`src/pkg/ldcs_pkg.sv`:
```
// ============================================================
// register map and field layout
// ============================================================
package ldcs_pkg;
    // register offsets on the register port
    localparam logic [7:0] ADDR_GREEN_CUR = 8'h06;
    localparam logic [7:0] ADDR_BLUE_CUR = 8'h07;
    localparam logic [7:0] ADDR_SETUP = 8'h08;
    localparam logic [7:0] ADDR_RED_PC = 8'h09;
    localparam logic [7:0] ADDR_GREEN_PC = 8'h0a;
    localparam logic [7:0] ADDR_BLUE_PC = 8'h0b;
    localparam logic [7:0] ADDR_STATUS = 8'h0c;
    // reset values
    localparam logic [7:0] RST_CURRENT = 8'haf;
    localparam logic [7:0] RST_SETUP = 8'h00;
    localparam logic [3:0] RST_PC = 4'h0;
    // setup field layout
    localparam int SETUP_FAST_DIM = 6;
    localparam int SETUP_LOW_PWR = 5;
    localparam int SETUP_PUMP_HI = 4;
    localparam int SETUP_PUMP_LO = 3;
    localparam int SETUP_RED_DIRECT = 2;
    localparam int SETUP_CLK_HI = 1;
    localparam int SETUP_CLK_LO = 0;
    localparam logic [7:0] SETUP_MASK = 8'h7f;
    // status field layout, pointer width and channel count
    localparam int STAT_OUTSIDE_CLK = 3;
    localparam int PC_WIDTH = 4;
    localparam int NUM_CH = 3;
    // run control hold code
    localparam logic [1:0] RUN_HOLD = 2'h0;
    // pump and clock source codes
    localparam logic [1:0] PUMP_OFF = 2'h0;
    localparam logic [1:0] PUMP_BYPASS = 2'h1;
    localparam logic [1:0] PUMP_X15 = 2'h2;
    localparam logic [1:0] PUMP_AUTO = 2'h3;
    localparam logic [1:0] CLKSRC_EXT = 2'h0;
    localparam logic [1:0] CLKSRC_AUTO = 2'h2;
endpackage

```
`src/rtl/ldcs_regs.sv`:
```
`timescale 1ns/1ps
`default_nettype none
// ============================================================
// config and status register slice
// ============================================================
// Operation
// - current codes 8-bit, 0.1 mA steps
// - green and blue current reset to af
// - setup bit 6 selects fast dimming clock
// - setup bit 5 allows low power mode
// - setup bits 4:3 select pump gain
// - setup bit 2 routes red supply direct
// - setup bits 1:0 pick controller clock source
// - step pointers are 4-bit read/write values
// - pointer writes resync to slow clock
// - pointer access only while channel held
// - status bit 3 shows outside clock active
// - status bits 2:0 are channel event flags
// - status read clears all event flags
// - interrupt pin releases after status read
// - hold run state code 00 only
module ldcs_regs (
    input wire logic clk,
    input wire logic rst,
    input wire logic [7:0] reg_addr,
    input wire logic [7:0] reg_wdata,
    input wire logic reg_wr,
    input wire logic reg_rd,
    output logic [7:0] reg_rdata,
    input wire logic [1:0] red_run_control_state,
    input wire logic [1:0] green_run_control_state,
    input wire logic [1:0] blue_run_control_state,
    input wire logic [2:0] channel_event,
    input wire logic outside_clock_active,
    input wire logic external_slow_clock,
    output logic [7:0] green_current_code,
    output logic [7:0] blue_current_code,
    output logic fast_dimming_clock_sel,
    output logic low_power_allow,
    output logic [1:0] pump_gain_select,
    output logic red_supply_direct,
    output logic clock_detect_allow,
    output logic [1:0] clock_source_sel,
    output logic [3:0] red_step_pointer,
    output logic [3:0] green_step_pointer,
    output logic [3:0] blue_step_pointer,
    output logic [2:0] pointer_load,
    output logic int_n
);
    // ============================================================
    // input synchronisers
    // ============================================================
    // the slow clock pin and the outside clock flag come from another
    // domain, so each passes two stages that nothing else reads and a
    // third stage that feeds the logic. the slow clock keeps one more
    // stage of history so that its rising edge is found between two
    // settled copies. neither chain is reset: the pending bits are clear
    // in reset, so an unknown edge early on has nothing to act upon.
    logic slow_meta_r; // slow clock stage one
    logic [2:0] slow_sync_r; // slow clock stages two and three, history
    logic [1:0] ext_meta_r; // outside clock flag stages one and two
    logic ext_sync_r; // outside clock flag stage three
    logic slow_rise; // slow clock rising edge
    // ============================================================
    // register state
    // ============================================================
    logic [7:0] green_cur_r, green_cur_nxt; // green current code
    logic [7:0] blue_cur_r, blue_cur_nxt; // blue current code
    logic [7:0] setup_r, setup_nxt; // setup bits
    logic [3:0] ptr_r [ldcs_pkg::NUM_CH]; // host pointer values
    logic [3:0] ptr_nxt [ldcs_pkg::NUM_CH];
    logic [3:0] act_r [ldcs_pkg::NUM_CH]; // pointers in effect
    logic [3:0] act_nxt [ldcs_pkg::NUM_CH];
    logic [2:0] pend_r, pend_nxt; // pointer write awaiting slow edge
    logic [2:0] load_r, load_nxt; // pointer load strobe
    logic [2:0] flag_r, flag_nxt; // channel event flags
    logic [7:0] rdata_r, rdata_nxt; // read data
    logic [2:0] held; // channel in hold state
    logic [1:0] run_state [ldcs_pkg::NUM_CH];

    assign run_state[0] = blue_run_control_state;
    assign run_state[1] = green_run_control_state;
    assign run_state[2] = red_run_control_state;
    assign slow_rise = slow_sync_r[1] & ~slow_sync_r[2];

    // hold decode per channel, index 2 red, 1 green, 0 blue
    genvar gi;
    generate
        for (gi = 0; gi < ldcs_pkg::NUM_CH; gi++) begin : g_hold
            assign held[gi] = (run_state[gi] == ldcs_pkg::RUN_HOLD);
        end
    endgenerate

    // pointer address by channel index
    function automatic logic [7:0] ptr_addr(input int ch);
        ptr_addr = ldcs_pkg::ADDR_BLUE_PC - 8'(ch);
    endfunction

    // ============================================================
    // next-state logic
    // ============================================================
    // every register but the load strobe keeps its value unless a host
    // strobe, a channel event or a slow clock edge changes it. the host
    // port takes one access per strobe:
    // a write lands at the edge that samples reg_wr, a read presents
    // its data one edge after reg_rd and holds it until the next read.
    //
    // pointer writes go through two steps. the host value is stored at
    // once, so a read straight after shows what was written; the copy in
    // effect only moves at the next synced rising edge of the slow clock,
    // and a one-cycle load pulse marks that moment for the channel.
    // a second write before that edge replaces the pending value; the
    // host is expected to keep pointer writes far apart.
    //
    // a channel not in hold neither takes a pointer write nor shows its
    // pointer on a read: the write is dropped and the read returns zero.
    // unused bits of every register read as zero and take no writes.
    //
    // next values for every register but the event flags
    always_comb begin
        green_cur_nxt = green_cur_r;
        blue_cur_nxt = blue_cur_r;
        setup_nxt = setup_r;
        pend_nxt = pend_r;
        load_nxt = 3'h0;
        rdata_nxt = rdata_r;
        for (int c = 0; c < ldcs_pkg::NUM_CH; c++) begin
            ptr_nxt[c] = ptr_r[c];
            act_nxt[c] = act_r[c];
        end
        // host writes
        if (reg_wr) begin
            unique case (reg_addr)
                ldcs_pkg::ADDR_GREEN_CUR: green_cur_nxt = reg_wdata;
                ldcs_pkg::ADDR_BLUE_CUR: blue_cur_nxt = reg_wdata;
                ldcs_pkg::ADDR_SETUP: begin
                    setup_nxt = reg_wdata & ldcs_pkg::SETUP_MASK;
                end
                default: begin
                end
            endcase
            for (int c = 0; c < ldcs_pkg::NUM_CH; c++) begin
                // accepted only while held; bits above 3 dropped
                if (reg_addr == ptr_addr(c) && held[c]) begin
                    ptr_nxt[c] = reg_wdata[3:0];
                    pend_nxt[c] = 1'b1;
                end
            end
        end
        // transfer pending pointers on slow clock edge
        for (int c = 0; c < ldcs_pkg::NUM_CH; c++) begin
            if (pend_r[c] && slow_rise) begin
                act_nxt[c] = ptr_r[c];
                pend_nxt[c] = 1'b0;
                load_nxt[c] = 1'b1;
            end
        end
        // host reads
        if (reg_rd) begin
            rdata_nxt = 8'h00;
            unique case (reg_addr)
                ldcs_pkg::ADDR_GREEN_CUR: rdata_nxt = green_cur_r;
                ldcs_pkg::ADDR_BLUE_CUR: rdata_nxt = blue_cur_r;
                ldcs_pkg::ADDR_SETUP: rdata_nxt = setup_r;
                ldcs_pkg::ADDR_STATUS: begin
                    rdata_nxt[ldcs_pkg::STAT_OUTSIDE_CLK] = ext_sync_r;
                    rdata_nxt[2:0] = flag_r;
                end
                default: begin
                end
            endcase
            for (int c = 0; c < ldcs_pkg::NUM_CH; c++) begin
                // held channel only; otherwise zero
                if (reg_addr == ptr_addr(c) && held[c]) begin
                    rdata_nxt = {4'h0, ptr_r[c]};
                end
            end
        end
    end

    // ============================================================
    // channel event flags
    // ============================================================
    // a flag is set by a one-cycle event pulse from its channel and
    // stays set until the host reads the status register. when an event
    // and a clearing read fall in one cycle the event is kept, so the
    // host never loses a notification: the read shows the old flags and
    // the pin stays low for the new one.
    //
    // event flags: status read clears, new event wins
    always_comb begin
        flag_nxt = flag_r;
        if (reg_rd && reg_addr == ldcs_pkg::ADDR_STATUS) begin
            flag_nxt = 3'h0;
        end
        flag_nxt = flag_nxt | channel_event;
    end

    // ============================================================
    // state registers
    // ============================================================
    // synchronous reset, active high. the synchronisers run on through
    // reset so that they are flushed by the time it is released; all
    // other state takes its reset value and then only its next value.
    //
    // register everything
    always_ff @(posedge clk) begin
        slow_meta_r <= external_slow_clock;
        slow_sync_r <= {slow_sync_r[1:0], slow_meta_r};
        ext_meta_r <= {ext_meta_r[0], outside_clock_active};
        ext_sync_r <= ext_meta_r[1];
        if (rst) begin
            green_cur_r <= ldcs_pkg::RST_CURRENT;
            blue_cur_r <= ldcs_pkg::RST_CURRENT;
            setup_r <= ldcs_pkg::RST_SETUP;
            pend_r <= 3'h0;
            load_r <= 3'h0;
            flag_r <= 3'h0;
            rdata_r <= 8'h00;
            for (int c = 0; c < ldcs_pkg::NUM_CH; c++) begin
                ptr_r[c] <= ldcs_pkg::RST_PC;
                act_r[c] <= ldcs_pkg::RST_PC;
            end
        end else begin
            green_cur_r <= green_cur_nxt;
            blue_cur_r <= blue_cur_nxt;
            setup_r <= setup_nxt;
            pend_r <= pend_nxt;
            load_r <= load_nxt;
            flag_r <= flag_nxt;
            rdata_r <= rdata_nxt;
            for (int c = 0; c < ldcs_pkg::NUM_CH; c++) begin
                ptr_r[c] <= ptr_nxt[c];
                act_r[c] <= act_nxt[c];
            end
        end
    end

    // ============================================================
    // outputs
    // ============================================================
    // every output comes straight from a register except the interrupt
    // pin, which is a plain nor of the flag registers. the setup fields
    // are slices of one register, so they all change in the same cycle
    // after a setup write. the clock detect enable is the upper bit of
    // the clock source field and moves with it.
    //
    // read data
    assign reg_rdata = rdata_r;
    assign green_current_code = green_cur_r;
    assign blue_current_code = blue_cur_r;
    assign fast_dimming_clock_sel = setup_r[ldcs_pkg::SETUP_FAST_DIM];
    assign low_power_allow = setup_r[ldcs_pkg::SETUP_LOW_PWR];
    assign pump_gain_select =
        setup_r[ldcs_pkg::SETUP_PUMP_HI:ldcs_pkg::SETUP_PUMP_LO];
    assign red_supply_direct = setup_r[ldcs_pkg::SETUP_RED_DIRECT];
    assign clock_source_sel =
        setup_r[ldcs_pkg::SETUP_CLK_HI:ldcs_pkg::SETUP_CLK_LO];
    assign clock_detect_allow = setup_r[ldcs_pkg::SETUP_CLK_HI];
    // pointers in effect, index 2 red, 1 green, 0 blue
    assign red_step_pointer = act_r[2];
    assign green_step_pointer = act_r[1];
    assign blue_step_pointer = act_r[0];
    assign pointer_load = load_r;
    // pin low while any flag stands, high after clearing read
    assign int_n = ~|flag_r;
endmodule
`default_nettype wire

```
`config.mk`:
```
export PLATFORM = sky130hd
export DESIGN_NAME = ldcs_regs
export DESIGN_NICKNAME = d
export VERILOG_FILES = /design/src/pkg/ldcs_pkg.sv /design/src/rtl/ldcs_regs.sv
export SDC_FILE = /design/constraint.sdc
export NUM_CORES = 1
export LEC_CHECK = 0
export BUFFER_PORTS_ARGS = -buffer_cell sky130_fd_sc_hd__buf_2
export CAP_MARGIN = 30
export CORE_ASPECT_RATIO = 1.2
export CORE_MARGIN = 2
export CORE_UTILIZATION = 55
export CTS_BUF_LIST = sky130_fd_sc_hd__clkbuf_8 sky130_fd_sc_hd__clkbuf_16
export CTS_CLUSTER_SIZE = 10
export DETAILED_ROUTE_END_ITERATION = 8
export PLACE_DENSITY_LB_ADDON = 0.08
export SYNTH_ARGS = -nofsm -noshare
export SYNTH_HDL_FRONTEND = slang
export SYNTH_SLANG_ARGS = --single-unit
```
`constraint.sdc`:
```
create_clock -name clk -period 2.75 [get_ports clk]
set_input_delay 0.275 -clock clk [delete_from_list [all_inputs] [get_ports clk]]
set_output_delay 0.275 -clock clk [all_outputs]
set_load 0.01 [all_outputs]
```
==> results.cfg <==
[clock_tree]
cts_resized = 0
htreeDepth = 3
cts_made_buffers = 9
cts-root-buf = clkbuf_8
cts.sinks = 71
clkTransAtPathRegs_ns = 0.07
post-cts-setup-buffer-count = 0
clock_path_buffers = 2
cts_tree = yes
hold_buffers = 0
insertion_delay_ns = 0.35

[flow_run]
maxCapViolations = 0

[global_route]
grt_max_degree = 47
grt.total_usage_pct = 24.3
grt-ovfl-total = 0
antenna_found_initial = 0
grt_first_pass_wirelength_mm = 11.3
grt_pass1_vias = 2392

[final_layout]
nets = 411
final_cell_mix = buf_2 (78), dfxtp_1 (71), nand2_1 (37)
drive_above_1_share_pct = 28.3
multi_input_area_sq_mm = 0.00134
area_delta_synth_final_pct = 22.1
finalNonFillerCells = 445
fill_cells = 428
regArea_sq_mm = 0.00142
num_antenna_cells = 0
final_common_cell = buf_2

[place]
dp_slack_ns = 0.871
gp_congestion = 0.812
place_inst = 429
dp_hpwl_mm = 4.89
port_buffers = 78

[detailed_routing]
drc_errors = 0
drtIter0Drc = 116
vias_per_cell = 5.69
avgRoutedWirePerCell_um = 15.4
dr.pass1.iters = 4
dr_total_vias = 2532
antenna_left = 0
wirelength_mm = 6.86

[timing]
rsz0062_at_grt = false
tightest_slew_ns = 0.489
hold_viol_final = 0
fmax_mhz = 650
skew_ns = 0.00629
setup_viol = 0
final_max_slew_viol_count = 0
fin_tns_setup_ns = 0
hold_slack_ns = 0.0219
finalWorstSetupSlack_ns = 1.21
timing.final.crit_share_pct = 56.0
relSlewSlack_pct = 67.4
finalCriticalPeriod_ns = 1.54

[setup_path]
critPathSlowestCell = nor4b_2
r2r-start = green_current_code[3]
crit_type = input port to register
cp.required_ns = 2.96
setup.worst_path.end_class = register
worstPathCellList = buf_2 -> nor4b_2 -> nand3_1 -> mux2i_1 -> nor2_1
cp_data_arrival_time_ns = 1.75
critical_path.startpoint = reg_addr[0]
cp-start-kind = input port
path_max_fanout = 16
slowest_delay_ns = 0.49

[floorplanning]
rows = 28
fp.dieH_um = 83.1
core-area_sq_mm = 0.00497
fp.dieW_um = 69.9
io_pins = 79
start_util_pct = 57.6
floorplan.die_area_sq_mm = 0.00581

[pwr]
pwr_density_cell_mw_per_mm2 = 604
power.total_mw = 2.11
p_comb_share_pct = 5.9
seqPwrFrac_pct = 49.5
p_leak_nw = 1.66
switching_share_pct = 22.1
p_sw_uw = 468
ir_drop_v = 0.000503
pwr-share-clk_pct = 44.6
internal_power_mw = 1.64

[logic_synthesis]
yosysWarningCount = 0
syn_avg_cell_area_sq_um = 9.30
ys_seq_area_share_pct = 49.6
synth_top_area_share_pct = 49.6
yosysTopAreaCell = dfxtp_1
synthCells = 308
syn-num-nets = 339
syn_area_sq_mm = 0.00287
yosysUniqueCellTypes = 37
synth_seq_cells = 71
synthTopCellsByArea = dfxtp_1 (50%), mux2i_1 (11%), nand2_1 (4.8%)

[worst_hold_path]
min_from = outside_clock_active
worstHoldPathType = input port to register

[outcome]
outcome = finished, final reports clean
-- stage by stage --
step	utilization [%]	instance area, sq um
detailed placement	65.7	3270
global placement	65.7	3270
floorplan	-	2870
global route	70.3	3500
finish	70.3	3500
CTS	70.3	3500
-- state kept, by name (all words and copies together) (netlist names) --
register and cells:
pend_r 3, ptr_r 12, green_current_code 8, flag_r 3, act_r 12, ext_sync_r 1
slow_sync_r 3, slow_meta_r 1, setup_r 7, pointer_load 3, reg_rdata 8, blue_current_code 8
ext_meta_r 2
-- area by class of cell --
cell class	count	share of cell area, %
inverter	1	0.107
clock buffer	11	4.33
multi-input combinational	214	38.3
tap	60	2.15
sequential	71	40.6
clock inverter	5	2.29
timing repair buffer	83	12.2
-- metal layers --
metal	wire length [um]	GRT usage (%)	vias to the layer above
li1	-	-	1237
met1	2820	28.5	1208
met2	3530	43.2	77
met3	397	5.22	10
met4	116	8.92	0
met5	0	0	-
-- final timing paths --
| kind | endpoint | cells after the start | slack [ns] |
|---|---|---|---|
| setup / recovery | setup_r[1] | 5 | 1.21 |
| hold / removal | ext_meta_r[0] | 1 | 0.02 |
| setup reg to reg | reg_rdata[3] | 4 | 1.51 |
| hold reg to reg | ext_meta_r[1] | 0 | 0.33 |
-- kinds of logic (layout without fill, tap and decap cells) --
kind of cell | Yosys count | count (layout) | share of synthesized area [%]
AOI/OAI and AO/OA | 54 | 54 | 11.9
buffers and inverters | 23 | 100 | 3.67
DFF | 71 | 71 | 49.6
muxes | 32 | 32 | 11.2
and+or+nand+nor | 128 | 128 | 23.6
-- Yosys cell counts, drive strengths merged --
library cell   n
nand4b         1
nor2          32
nand3         23
mux2           1
and4b          1
a22oi          9
a2bb2oi        3
nor2b          3
a221oi         2
o22ai          4
nand4          3
nand2b         7
o211ai         3
dfxtp         71
a21oi         22
buf            9
mux2i         31
nand2         37
and4bb         1
nor3b          4
and2b          1
nor3           1
o21ai          6
a31oi          2
nor4           5
nor4b          3
a221o          2
and3           4
clkbuf        13
o2111ai        1
and2           2
inv            1
-- critical path, delay by kind of cell --
kind | cells | cell delay, ns
and+or+nand+nor | 3 | 0.99
muxes | 1 | 0.28
buffers and inverters | 1 | 0.20
-- power by group through the flow --
stage	Sequential (mW)	Clock [mW]	Combinational [mW]
2_1_floorplan	1.07	0	0.0669
3_3_place_gp	1.07	0	0.121
3_5_place_dp	1.07	0	0.123
4_1_cts	1.05	0.947	0.123
5_1_grt	1.05	0.987	0.135
6_report	1.05	0.943	0.124
(Power assumes the default switching activity.)
